## src/led_defs.svh

```systemverilog
// offsets, field positions, reset values and timing counts of the LED sink sequencer
// assumes a 100 MHz clock and the plain register port of the top module
//
// What this block does
// - function-select bit turns pin into current sink
// - sink driven only while its enable bit set
// - PWM duty from 5-bit field, all ones full
// - 4-bit current code, 0100 gives 10 mA
// - sink current 2 to 20 mA, per LED
// - per-LED flash enable runs pattern in hardware
// - four slots plus period slot, on-time with ramps
// - ramp slopes shared, other settings per LED
// - ramp select: jump or step toward level
// - ramp step time 1 to 31 times 8 ms, code 0 steps like 1
`ifndef LED_DEFS_SVH
`define LED_DEFS_SVH

// ************************************************
// register offsets
// ************************************************
`define REG_PIN_SELECT 8'h00
`define REG_SEQ_ENABLE 8'h01
`define REG_RAMP_UP 8'h02
`define REG_RAMP_DOWN 8'h03
`define LED_BLOCK_FIRST 4'h1
`define LED_BLOCK_LAST 4'h3
`define LED_CURRENT 4'h0
`define LED_DUTY 4'h1
`define LED_RAMP 4'h2
`define LED_ON 4'h3
`define LED_SLOT_FIRST 4'h4
`define LED_SLOT_LAST 4'h8
`define LED_STATUS 4'h9

// ************************************************
// field positions and values
// ************************************************
`define SEQ_FLASH_LSB 3
`define CURRENT_MAX 4'h9
`define SLOT_PERIOD 3'h4
`define PWM_LAST 5'h1E
`define RESET_BYTE 8'h00

// ************************************************
// timing
// ************************************************
`define CLK_PERIOD_NS 10
`define TICK_MS 8
`define TICK_CYCLES (`TICK_MS * 1000000 / `CLK_PERIOD_NS)
`define PWM_STEP_NS 80
`define PWM_STEP_CYCLES (`PWM_STEP_NS / `CLK_PERIOD_NS)

`endif

```

## src/led_pkg.sv

```systemverilog
// types shared by the LED sink sequencer and its channel
// assumes nothing beyond a SystemVerilog compiler
package led_pkg;
    typedef enum logic [2:0] {IDLE, RAMP_UP, ON_HOLD, RAMP_DOWN, DARK} seq_state_e;
    typedef logic [2:0][3:0] code_array_t;
    typedef logic [4:0][7:0] slot_array_t;

    typedef struct packed {
        seq_state_e state;
        logic [2:0] slot;
        logic [7:0] slotTimer;
        logic [7:0] phaseTimer;
        logic [4:0] stepTimer;
        logic [3:0] level;
        logic lit;
        logic sinkOn;
    } channel_s;

    typedef struct packed {
        logic [2:0] pinSelect;
        logic [2:0] sinkEnable;
        logic [2:0] flashEnable;
        logic [4:0] rampUp;
        logic [4:0] rampDown;
        logic [2:0][3:0] current;
        logic [2:0][4:0] duty;
        logic [2:0] rampSelect;
        logic [2:0][7:0] onDuration;
        logic [2:0][4:0][7:0] slotLength;
        logic [7:0] readData;
        logic [19:0] tickCount;
        logic tick;
        logic [3:0] pwmDiv;
        logic [4:0] pwmCount;
        logic [2:0] pinDrive;
    } top_s;
endpackage

```

## src/led_channel_if.sv

```systemverilog
// settings and status passed between the top module and one LED channel
// assumes one instance per channel, driven by the top module
interface led_channel_if;
    logic enable;
    logic run;
    logic tick;
    logic rampSelect;
    logic [3:0] target;
    logic [4:0] duty;
    logic [4:0] pwmCount;
    logic [4:0] rampUp;
    logic [4:0] rampDown;
    logic [7:0] onDuration;
    led_pkg::slot_array_t slotLength;
    logic sinkOn;
    logic lit;
    logic [3:0] level;
    logic [2:0] slot;

    modport top (output enable, run, tick, rampSelect, target, duty, pwmCount, rampUp,
        rampDown, onDuration, slotLength, input sinkOn, lit, level, slot);
    modport channel (input enable, run, tick, rampSelect, target, duty, pwmCount, rampUp,
        rampDown, onDuration, slotLength, output sinkOn, lit, level, slot);
endinterface

```

## src/led_current_sink_sequencer.sv

```systemverilog
// three-channel LED current sink driver with register port and flash sequencer
// assumes synchronous inputs, 100 MHz clk, an analog sink per pin taking a 4-bit code
//
// The address-and-strobe port and the register addresses were chosen for this implementation.
`include "led_defs.svh"

module led_current_sink_sequencer #(
    parameter logic [19:0] TICK_CYCLES = 20'(`TICK_CYCLES)
) (
    input wire logic clk,
    input wire logic reset,
    input wire logic [7:0] regAddr,
    input wire logic [7:0] regWriteData,
    input wire logic regWrite,
    input wire logic regRead,
    output logic [7:0] regReadData,
    input wire logic [2:0] gpioData,
    output logic [2:0] pinDrive,
    output logic [2:0] pinSinkMode,
    output logic [2:0] pinSinkOn,
    output led_pkg::code_array_t pinSinkCode
);
    import led_pkg::*;

    top_s r;
    top_s next_r;
    logic [2:0] chLit;
    logic [2:0][3:0] chLevel;
    logic [2:0][2:0] chSlot;
    logic [2:0] chSinkOn;

    led_channel_if chIf[3] ();

    // ************************************************
    // channels
    // ************************************************
    for (genvar i = 0; i < 3; i++) begin : gen_ch
        assign chIf[i].enable = r.pinSelect[i] && r.sinkEnable[i];
        assign chIf[i].run = r.pinSelect[i] && r.sinkEnable[i] && r.flashEnable[i];
        assign chIf[i].tick = r.tick;
        assign chIf[i].rampSelect = r.rampSelect[i];
        // codes above 20 mA are held at 20 mA
        assign chIf[i].target = (r.current[i] > `CURRENT_MAX) ? `CURRENT_MAX : r.current[i];
        assign chIf[i].duty = r.duty[i];
        assign chIf[i].pwmCount = r.pwmCount;
        assign chIf[i].rampUp = r.rampUp;
        assign chIf[i].rampDown = r.rampDown;
        assign chIf[i].onDuration = r.onDuration[i];
        assign chIf[i].slotLength = r.slotLength[i];
        assign chLit[i] = chIf[i].lit;
        assign chLevel[i] = chIf[i].level;
        assign chSlot[i] = chIf[i].slot;
        assign chSinkOn[i] = chIf[i].sinkOn;

        led_channel u_channel (
            .clk(clk),
            .reset(reset),
            .ch(chIf[i])
        );
    end

    // ************************************************
    // registers, timebase and read port
    // ************************************************
    always_comb begin
        logic [3:0] block;
        logic [3:0] field;
        logic [1:0] led;
        block = regAddr[7:4];
        field = regAddr[3:0];
        led = 2'(block - `LED_BLOCK_FIRST);
        next_r = r;

        // 8 ms tick for ramps, on-time and slots
        next_r.tick = 1'b0;
        if (r.tickCount >= TICK_CYCLES - 20'h00001) begin
            next_r.tickCount = 20'h00000;
            next_r.tick = 1'b1;
        end else begin
            next_r.tickCount = r.tickCount + 20'h00001;
        end

        // PWM frame of 31 steps
        if (r.pwmDiv >= 4'(`PWM_STEP_CYCLES - 1)) begin
            next_r.pwmDiv = 4'h0;
            next_r.pwmCount = (r.pwmCount >= `PWM_LAST) ? 5'h00 : r.pwmCount + 5'h01;
        end else begin
            next_r.pwmDiv = r.pwmDiv + 4'h1;
        end

        // a pin in sink mode drops its general-purpose drive
        next_r.pinDrive = gpioData & ~r.pinSelect;

        if (regWrite) begin
            if (regAddr == `REG_PIN_SELECT) begin
                // mixed settings are accepted; software keeps the three alike
                next_r.pinSelect = regWriteData[2:0];
            end else if (regAddr == `REG_SEQ_ENABLE) begin
                next_r.sinkEnable = regWriteData[2:0];
                next_r.flashEnable = regWriteData[`SEQ_FLASH_LSB +: 3];
            end else if (regAddr == `REG_RAMP_UP) begin
                next_r.rampUp = regWriteData[4:0];
            end else if (regAddr == `REG_RAMP_DOWN) begin
                next_r.rampDown = regWriteData[4:0];
            end else if (block >= `LED_BLOCK_FIRST && block <= `LED_BLOCK_LAST) begin
                if (field == `LED_CURRENT) begin
                    next_r.current[led] = regWriteData[3:0];
                end else if (field == `LED_DUTY) begin
                    next_r.duty[led] = regWriteData[4:0];
                end else if (field == `LED_RAMP) begin
                    next_r.rampSelect[led] = regWriteData[0];
                end else if (field == `LED_ON) begin
                    next_r.onDuration[led] = regWriteData;
                end else if (field >= `LED_SLOT_FIRST && field <= `LED_SLOT_LAST) begin
                    // slot lengths are trusted to cover ramps plus on-time
                    next_r.slotLength[led][3'(field - `LED_SLOT_FIRST)] = regWriteData;
                end
            end
        end

        // unmapped reads return zero
        next_r.readData = `RESET_BYTE;
        if (regRead) begin
            if (regAddr == `REG_PIN_SELECT) begin
                next_r.readData = {5'h00, r.pinSelect};
            end else if (regAddr == `REG_SEQ_ENABLE) begin
                next_r.readData = {2'h0, r.flashEnable, r.sinkEnable};
            end else if (regAddr == `REG_RAMP_UP) begin
                next_r.readData = {3'h0, r.rampUp};
            end else if (regAddr == `REG_RAMP_DOWN) begin
                next_r.readData = {3'h0, r.rampDown};
            end else if (block >= `LED_BLOCK_FIRST && block <= `LED_BLOCK_LAST) begin
                if (field == `LED_CURRENT) begin
                    next_r.readData = {4'h0, r.current[led]};
                end else if (field == `LED_DUTY) begin
                    next_r.readData = {3'h0, r.duty[led]};
                end else if (field == `LED_RAMP) begin
                    next_r.readData = {7'h00, r.rampSelect[led]};
                end else if (field == `LED_ON) begin
                    next_r.readData = r.onDuration[led];
                end else if (field >= `LED_SLOT_FIRST && field <= `LED_SLOT_LAST) begin
                    next_r.readData = r.slotLength[led][3'(field - `LED_SLOT_FIRST)];
                end else if (field == `LED_STATUS) begin
                    next_r.readData = {chLit[led], chSlot[led], chLevel[led]};
                end
            end
        end
    end

    always_ff @(posedge clk) begin
        if (reset) begin
            r <= '0;
        end else begin
            r <= next_r;
        end
    end

    // ************************************************
    // outputs
    // ************************************************
    assign regReadData = r.readData;
    assign pinDrive = r.pinDrive;
    assign pinSinkMode = r.pinSelect;
    assign pinSinkOn = chSinkOn;
    // code n sinks 2 mA + n * 2 mA, so 4 gives 10 mA
    assign pinSinkCode = chLevel;
endmodule

```

## src/led_channel.sv

```systemverilog
// one LED channel: flash sequencer, ramps and PWM gating of the current sink
// assumes settings arrive through led_channel_if, tick is one cycle per 8 ms
module led_channel (
    input wire logic clk,
    input wire logic reset,
    led_channel_if.channel ch
);
    import led_pkg::*;

    channel_s s;
    channel_s next_s;
    logic slotEnd;

    assign slotEnd = ({1'b0, s.slotTimer} + 9'h001) >= {1'b0, ch.slotLength[s.slot]};

    always_comb begin
        next_s = s;
        if (!ch.run) begin
            // steady mode: full target level, no pattern
            next_s.state = IDLE;
            next_s.slot = 3'h0;
            next_s.slotTimer = 8'h00;
            next_s.phaseTimer = 8'h00;
            next_s.stepTimer = 5'h00;
            next_s.level = ch.target;
            next_s.lit = 1'b1;
        end else if (ch.tick) begin
            if (s.state == IDLE || slotEnd) begin
                // slots 0..3 then period slot, wrapping
                next_s.slot = (s.state == IDLE || s.slot == `SLOT_PERIOD) ? 3'h0
                    : s.slot + 3'h1;
                next_s.slotTimer = 8'h00;
                next_s.phaseTimer = 8'h00;
                next_s.stepTimer = 5'h00;
                next_s.state = RAMP_UP;
                next_s.level = ch.rampSelect ? 4'h0 : ch.target;
                next_s.lit = 1'b1;
            end else begin
                next_s.slotTimer = s.slotTimer + 8'h01;
                unique case (s.state)
                    IDLE, DARK: begin
                    end
                    RAMP_UP: begin
                        if (s.level >= ch.target) begin
                            next_s.state = ON_HOLD;
                        // code n steps every n ticks; code 0 steps every tick
                        end else if (({1'b0, s.stepTimer} + 6'h01) >= {1'b0, ch.rampUp}) begin
                            next_s.level = s.level + 4'h1;
                            next_s.stepTimer = 5'h00;
                        end else begin
                            next_s.stepTimer = s.stepTimer + 5'h01;
                        end
                    end
                    ON_HOLD: begin
                        if (({1'b0, s.phaseTimer} + 9'h001) >= {1'b0, ch.onDuration}) begin
                            next_s.stepTimer = 5'h00;
                            next_s.state = ch.rampSelect ? RAMP_DOWN : DARK;
                            next_s.lit = ch.rampSelect;
                        end else begin
                            next_s.phaseTimer = s.phaseTimer + 8'h01;
                        end
                    end
                    RAMP_DOWN: begin
                        if (s.level == 4'h0) begin
                            next_s.state = DARK;
                            next_s.lit = 1'b0;
                        end else if (({1'b0, s.stepTimer} + 6'h01) >= {1'b0, ch.rampDown}) begin
                            next_s.level = s.level - 4'h1;
                            next_s.stepTimer = 5'h00;
                        end else begin
                            next_s.stepTimer = s.stepTimer + 5'h01;
                        end
                    end
                endcase
            end
        end
        // duty 31 never fails the compare, so all ones is full duty
        next_s.sinkOn = ch.enable && next_s.lit && (ch.pwmCount < ch.duty);
    end

    always_ff @(posedge clk) begin
        if (reset) begin
            s <= '{state: IDLE, default: '0};
        end else begin
            s <= next_s;
        end
    end

    assign ch.sinkOn = s.sinkOn;
    assign ch.lit = s.lit;
    assign ch.level = s.level;
    assign ch.slot = s.slot;
endmodule

```

## config.mk

```make
export PLATFORM = sky130hd
export DESIGN_NAME = led_current_sink_sequencer
export DESIGN_NICKNAME = d
export VERILOG_FILES = /design/src/led_pkg.sv /design/src/led_channel_if.sv /design/src/led_current_sink_sequencer.sv /design/src/led_channel.sv
export VERILOG_INCLUDE_DIRS = /design/src
export SDC_FILE = /design/constraint.sdc
export NUM_CORES = 1
export LEC_CHECK = 0
export BUFFER_PORTS_ARGS = -buffer_cell sky130_fd_sc_hd__buf_2
export CAP_MARGIN = 20
export CORE_MARGIN = 10
export CORE_UTILIZATION = 55
export CTS_CLUSTER_SIZE = 30
export DETAILED_ROUTE_END_ITERATION = 6
export GPL_TIMING_DRIVEN = 0
export PLACE_DENSITY_LB_ADDON = 0.08
export SYNTH_ARGS = -nofsm -noshare
export SYNTH_HDL_FRONTEND = slang
export SYNTH_SLANG_ARGS = --single-unit
```

## constraint.sdc

```tcl
create_clock -name clk -period 3.32 [get_ports clk]
set_clock_uncertainty 0.05 [all_clocks]
set_input_delay 0.332 -clock clk [delete_from_list [all_inputs] [get_ports clk]]
set_output_delay 0.332 -clock clk [all_outputs]
set_load 0.05 [all_outputs]
```

# Word level (Yosys, flattened, before mapping)
# Index checks and enable logic that the tools add are counted.
word_totals:
  output_inout_bits: 29
  register_bits: 333
  word_cells: 399
  inputBits: 23
op_classes:
  n_mux: 132
  reduce_logical: 68
  magnitude_cmp: 35
  add_sub_neg: 32
  n_eq_ne: 55
  bitwise_logic: 15
op_table:
  columns: ["op", "n"]
  rows:
  - ["8-bit two-way mux", 16]
  - ["120-bit bitwise mux", 1]
  - ["8-bit binary-select mux with 3-bit select", 4]
  - ["5-bit two-way mux", 18]
  - ["40-bit binary-select mux with 2-bit select", 1]
  - ["40-bit demux with 2-bit select", 1]
  - ["40-bit two-way mux", 2]
  - ["26-bit two-way mux", 3]
  - ["3-bit two-way mux", 20]
  - ["4-bit two-way mux", 15]
  - ["4-bit inequality test (second input constant)", 15]
  - ["8-bit by 1-bit adder with 9-bit output (second input constant)", 6]
  - ["9-bit by 8-bit greater-or-equal comparator with 1-bit output", 6]
  - ["9-bit two-way mux", 6]
  - ["8-bit by 1-bit adder with 8-bit output (second input constant)", 6]
  - ["5-bit case mux with 3 select lines", 3]
  - ["6-bit two-way mux", 7]
  - ["6-bit by 5-bit greater-or-equal comparator with 1-bit output", 6]
  - ["5-bit AND reduction", 7]
  - ["3-bit by 1-bit inequality test with 1-bit output (second input constant)", 9]
  - ["3-bit case mux with 3 select lines", 3]
  - ["24-bit bitwise mux", 1]
  - ["8-bit demux with 3-bit select", 1]
  - ["4-bit case mux with 2 select lines", 3]
  - ["68 further kinds", 177]

# Logic depth before layout (Yosys ltp)
depth:
  ltp_word: 15
  ltp_mapped: 16
  ltp_nobuf: 13

# Cells and area by module
# From an unflattened synthesis, not the netlist that was laid out.
unflattened:
  hier_cells: 2496
  hier_area_um2: 21361.7
modules_own_cells:
  columns: ["mod", "seq_area_each_um2", "cells_each", "n_inst", "area_each_um2"]
  rows:
  - ["led_current_sink_sequencer", 4684.5, 1284, 1, 11015.6]
  - ["led_channel (gen_ch[0].u_channel ...)", 660.6, 404, 2, 3458.3]
  - ["led_channel (gen_ch[2].u_channel)", 660.6, 404, 1, 3429.5]

# Worst setup path after synthesis
# No wires, ideal clock.
synth_timing:
  kind: "reg-to-reg"
  start: "reg gen_ch[0].u_channel.s (netlist bit gen_ch[0].u_channel.ch.slot[0])"
  end: "reg gen_ch[0].u_channel.s[17] (netlist name)"
  path_slack_ps: -65
  setup_time_ps: 91
  synth_period_minus_slack_ps: 3385
  required_ps: 3179
  stages_incl_launch_ff: 16
  n_path_buf: 2
  arrival_ps: 3244
  cell_sequence: "dfxtp_1 > clkbuf_1 > inv_1 > nor2_1 > nand2_1 > o21ai_0 > o21ai_0 > ha_1 > a211o_1 > o221a_2 > o31ai_2 > nand2_1 > nor3_1 > buf_2 > o21ai_1 > a311oi_1"
synth_between:
  elab_chain_cells: 6
  elab_cells_between_ends: 8
  cone_classes: "order compare: 1; eq/ne: 1; mux: 3; reduce/logical: 3"
synth_rtl:
  columns: ["item", "line_no", "source"]
  rows:
  - ["from (decl)", "led_channel.sv:10", "channel_s s;"]
  - ["from (signal assigned)", "led_channel.sv:85", "s <= next_s;"]
  - ["8-bit binary-select mux with 3-bit select (*)", "led_channel.sv:14", "assign slotEnd = ({1'b0, s.slotTimer} + 9'h001) >= {1'b0, ch.slotLength[s.slot]};"]
  - ["8-bit two-way mux (implied by the code) (*)", "led_channel.sv:14", null]
  - ["9-bit by 8-bit greater-or-equal comparator with 1-bit output (*)", "led_channel.sv:14", null]
  - ["1-bit logical OR (*)", "led_channel.sv:28", "if (s.state == IDLE || slotEnd) begin"]
  - ["2-bit by 1-bit inequality test with 1-bit output (no line) / 2-bit nonzero test (equally long branches)", null, null]
  - ["3-bit AND reduction (no line)", null, null]
# Every way passes the cells marked *; elsewhere a longest branch is shown, timed or not. The select of a mux whose other input is x is not followed.
# A chain may end at the register's enable or synchronous reset.

# Worst setup path in the final report
layout_timing:
  start: "in regAddr[4]"
  end: "reg r (netlist bit regReadData[4])"
layout_between:
  elab_chain_cells: 14
  elab_cells_between_ends: 29
  cone_classes: "add/sub: 1; order compare: 2; eq/ne: 3; mux: 20; reduce/logical: 3"
layout_rtl:
  columns: ["item", "line_no", "source"]
  rows:
  - ["from (decl)", "led_current_sink_sequencer.sv:12", "input wire logic [7:0] regAddr,"]
  - ["2-bit by 1-bit subtractor with 2-bit output (no line)", null, null]
  - ["40-bit binary-select mux with 2-bit select", "led_current_sink_sequencer.sv:142", "next_r.readData = r.slotLength[led][3'(field - `LED_SLOT_FIRST)];"]
  - ["40-bit two-way mux (implied by the code)", "led_current_sink_sequencer.sv:142", null]
  - ["8-bit binary-select mux with 3-bit select", "led_current_sink_sequencer.sv:142", null]
  - ["8-bit two-way mux", "led_current_sink_sequencer.sv:142", null]
  - ["8-bit two-way mux", "led_current_sink_sequencer.sv:141", "end else if (field >= `LED_SLOT_FIRST && field <= `LED_SLOT_LAST) begin"]
  - ["8-bit two-way mux", "led_current_sink_sequencer.sv:139", "end else if (field == `LED_ON) begin"]
  - ["6-bit two-way mux", "led_current_sink_sequencer.sv:137", "end else if (field == `LED_RAMP) begin"]
  - ["6-bit two-way mux", "led_current_sink_sequencer.sv:135", "end else if (field == `LED_DUTY) begin"]
  - ["6-bit two-way mux", "led_current_sink_sequencer.sv:133", "if (field == `LED_CURRENT) begin"]
  - ["6-bit two-way mux", "led_current_sink_sequencer.sv:132", "end else if (block >= `LED_BLOCK_FIRST && block <= `LED_BLOCK_LAST) begin"]
  - ["6-bit two-way mux", "led_current_sink_sequencer.sv:130", "end else if (regAddr == `REG_RAMP_DOWN) begin"]
  - ["6-bit two-way mux", "led_current_sink_sequencer.sv:128", "end else if (regAddr == `REG_RAMP_UP) begin"]
  - ["6-bit two-way mux", "led_current_sink_sequencer.sv:126", "end else if (regAddr == `REG_SEQ_ENABLE) begin"]
  - ["to (signal assigned)", "led_current_sink_sequencer.sv:154", "r <= next_r;"]
  - ["to (decl)", "led_current_sink_sequencer.sv:25", "top_s r;"]
# Several ways; a longest one is shown, not always the timed one. The select of a mux whose other input is x is not followed.

==> out/results.md <==
| Group | Quantity | Reported |
| --- | --- | --- |
| final layout | Area of the multi-input gates | 0.0130 sq mm |
| yosys | Number of standard cells after synthesis | 2435 |
| floorplanning | Die span in x | 211 microns |
| min path | Hold Crit Endpoint | r[211] |
| sta | Final critical path time including I/O delays and setup | 3.39 ns |
| sta | Post-route setup slack | -0.0718 ns |
| final layout | Most common cell after layout, fill and taps aside | dfxtp_1 |
| pwr | Leakage power of the design | 8.82 nW |
| final layout | Number of fill cells in the layout | 3083 |
| yosys | Post-Syn Area per Cell | 8.24 sq um |
| clock tree | Clock transition time at the flip-flop clock pins of the worst setup and hold paths | 0.06 ns |
| critical path | Reg-to-reg critical path startpoint | gen_ch[1].u_channel.ch.slot[1] |
| sta | Final number of hold-violating endpoints | 0 |
| global route | Largest net degree at the start of global routing | 14 |
| job | Max-cap violations | 0 |
| floorplanning | Site Rows | 69 |
| floorplanning | Effective utilization at floorplan | 56.1% |
| critical path | Critical Path Max Stage Delay | 0.56 ns |
| sta | Final-report max-slew violation count | 0 |
| sta | Fin crit share | 102% |
| pwr | Maximum VDD drop | 0.445 mV |
| route | Number of vias after detailed routing | 19900 |
| clock tree | TritonCTS buffer count | 38 |
| final layout | Area of all sequential standard cells | 0.00670 sq mm |
| yosys | Netlist area before placement | 0.0201 sq mm |
| critical path | Register-to-Register Path Depth | 11 |
| sta | Slew at the pin closest to its max-slew limit | 1.04 ns |
| min path | Hold Path Cell Cnt | 3 |
| placed design | Port buffer count | 42 |
| yosys | Post-synth EDFFs | 0 |
| yosys | Distinct cell type count after synthesis | 90 |
| clock tree | # H-tree levels | 2 |
| sta | Final sum of negative setup slack | -0.106 ns |
| placed design | RePlAce Congestion | 1.05 |
| route | Via-per-instance ratio | 6.50 |
| clock tree | Maximum clock insertion buffer count | 3 |
| global route | Global-route usage over all layers | 32.0% |
| min path | Class of the worst hold path | in -> reg |
| placed design | Placed instance count | 2939 |
| route | Total routed wirelength | 74200 microns |
| route | Number of nets still failing antenna checks after routing | 0 |
| sta | Relative slew margins | 30.4% |
| placed design | HPWL reported at the end of detailed placement | 54800 microns |
| yosys | Sequential cell area fraction in the yosys report | 33.2% |
| critical path | Crit path launch type | primary input |
| clock tree | Source-to-sink clock delay at the later pin of the worst-skew pair | 0.59 ns |
| yosys | Post-synthesis sequential element count | 333 |
| critical path | CP max-delay cell | mux2i_1 |
| placed design | Pre-CTS setup slack | -1.57 ns |
| route | Average wire length per cell after detail routing | 24.2 microns |
| global route | Global-route wire length before repair | 110000 microns |
| critical path | Critical Path AT | 3.78 ns |
| yosys | Synthesis Warnings | 0 |
| min path | Worst min-delay path startpoint | regWriteData[0] |
| global route | Number of antenna violations at the first check in global routing | 3 |
| yosys | Post-synthesis async set-or-reset flop share | 0% |
| sta | Final hold slack | 0.0179 ns |
| sta | Unrepaired setup endpoints after global routing | yes |
| critical path | Crit path kind | in -> reg |
| floorplanning | Die area | 0.0445 sq mm |
| critical path | Critical path, cell by cell | buf_2, inv_2, buf_2, ha_2, clkbuf_4, buf_2, mux2i_1, o211ai_1, a31oi_1, o32ai_1, nor3b_1 |
| final layout | Net count, final | 2728 |
| route | Number of remaining DRC errors | 0 |
| floorplanning | Total I/O pin count | 52 |
| clock tree | CTS tree | built |
| critical path | Most numerous cell on the critical path | buf_2 |
| critical path | Largest fanout on the critical path | 11 |
| clock tree | Root buffer cell | clkbuf_16 |
| clock tree | Number of sinks driven by the clock tree | 333 |
| status | Failing checks | negative setup slack |
| global route | Number of global-route vias before repair | 18500 |
| floorplanning | Area inside the core boundary | 0.0357 sq mm |
| route | Pre-Repair DR Iteration Count | 6 |
| yosys | Post-Synthesis Net Count | 2592 |
| critical path | R2R Path End | gen_ch[1].u_channel.s[9] |
| pwr | Total power after layout | 0.00891 W |
| yosys | Primary FF master, synth | dfxtp_1 |
| pwr | Pwr dens | 381 mW/mm^2 |
| final layout | Fin cells | 3060 |
| yosys | Fraction of post-synthesis cell area in the top cell type by area | 33.2% |
| sta | Maximum clock frequency | 0.295 GHz |
| critical path | R2R setup slack | 0 ns |
| status | Result of the run | finished with violations |
| route | Iteration-0 DRC count of the detailed router | 2205 |
| floorplanning | Overall die height | 211 microns |
| final layout | Highest-count cells in the layout ignoring fill and taps | dfxtp_1, nand2_1, a21oi_1 |
| critical path | Sort of element at the end of the critical path | flip-flop |
| sta | Final-report setup violation count | 2 |
| critical path | Data required, critical path | 3.71 ns |
| yosys | Dominant cell type by area after synthesis | dfxtp_1 |
| global route | Sum of overflow across all layers after global routing | 0 |
| final layout | Area growth syn-to-layout | 16.7% |
| final layout | Fraction of layout instances using a drive strength above 1 | 15.9% |
| yosys | Most area-consuming cells after synthesis | dfxtp_1, ha_1, mux2i_1, a21oi_1, nand2_1 |
## Yosys cell counts, drive strengths merged, types with 12 or more instances
cell type  count
dfxtp        333
nand2        274
a21oi        229
nor2         217
o21ai        197
ha           131
nand3        128
mux2i        123
clkbuf       104
inv           83
buf           64
xor2          36
mux4          34
nand2b        32
nor3          31
and3          30
xnor2         30
a22oi         25
nand4         23
nor2b         21
a21o          20
a211oi        18
o21a          18
nand3b        16
mux2          14
a31oi         13
a221oi        12
nor4          12
o22ai         12
## area by class of cell
| type | count | share of cell area (%) |
|---|---|---|
| Multi-Input combinational cell | 1850 | 55.4 |
| Sequential cell | 333 | 28.6 |
| Clock buffer | 56 | 4.83 |
| Buffer | 164 | 3.74 |
| Timing Repair Buffer | 100 | 2.98 |
| Tap cell | 461 | 2.46 |
| Inverter | 84 | 1.36 |
| Clock inverter | 10 | 0.652 |
| Antenna cell | 2 | 0.0214 |
## cell families (layout without fill, tap and decap cells)
family | count (synthesis) | in the layout | synth area share, %
and+or+nand+nor | 828 | 828 | 19.4
AOI/OAI and AO/OA | 651 | 651 | 19.8
DFF | 333 | 333 | 33.2
buffers and inverters | 252 | 414 | 5.46
muxes | 171 | 171 | 10.7
adders and majority gates | 134 | 134 | 8.47
xor gates and xnor gates | 66 | 66 | 2.88
other | 0 | 2 | 0
## timing repair
item	CTS	global route
pin swaps	23	51
resized for setup	115	122
gates cloned	0	0
hold endpoints to repair	3	0
setup buffers	22	32
endpoints found under the setup margin	107	101
hold buffers	3	0
## report_power, final
part           switching, W  internal (W)  total [W]  leakage (nW)
Combinational      0.000379      0.000112   0.000491          5.51
Clock               0.00181       0.00259    0.00440         0.623
Sequential        0.0000115       0.00400    0.00401          2.69
## per-stage QoR
stage | cell area [sq um] | util [%]
6_report | 23400 | 65.5
5_1_grt | 23400 | 65.5
4_1_cts | 22700 | 63.6
3_5_place_dp | 20900 | 58.4
3_3_place_gp | 20900 | 58.4
2_1_floorplan | 20100 | -
## registers in the layout (all words and copies together), names as in the netlist
register,cells
chIf.rampSelect,3
gen_ch.u_channel.ch.level,12
chIf.tick,1
chIf.onDuration,24
gen_ch.u_channel.ch.lit,3
pinDrive,3
chIf.slotLength,120
chIf.duty,15
gen_ch.u_channel.ch.slot,9
gen_ch.u_channel.ch.sinkOn,3
r,42
regReadData,8
chIf.pwmCount,5
chIf.rampUp,5
gen_ch.u_channel.s,72
chIf.rampDown,5
pinSinkMode,3
## critical path: cells and delay by family
family,cells,cell delay (ns)
compound gates,3,0.65
fa+ha+maj,1,0.49
buf+inv,5,1.55
mux,1,0.56
simple gates,1,0.17
## routing by layer
layer,track usage [%],share of wire (%),vias up
met5,0,0.039,-
li1,-,-,9037
met4,17.9,6.1,6
met1,41.0,40,9536
met3,5.50,9.3,266
met2,50.3,45,1059
## worst max path at each step
stage / depth (start not counted) / from / endpoint / slack, ns
2_1_floorplan: 15 / gen_ch[2].u_channel.ch.slot[0] / gen_ch[2].u_channel.s[12] / 0.08
3_3_place_gp: 13 / regAddr[4] / regReadData[3] / -1.54
3_5_place_dp: 12 / regAddr[4] / regReadData[4] / -1.57
4_1_cts: 13 / gen_ch[0].u_channel.ch.slot[0] / gen_ch[0].u_channel.ch.level[3] / -0.02
5_1_grt: 12 / gen_ch[0].u_channel.s[19] / gen_ch[0].u_channel.ch.level[3] / -0.13
6_report: 11 / regAddr[4] / regReadData[4] / -0.07
Note: power is estimated with default switching activity, not from simulation.
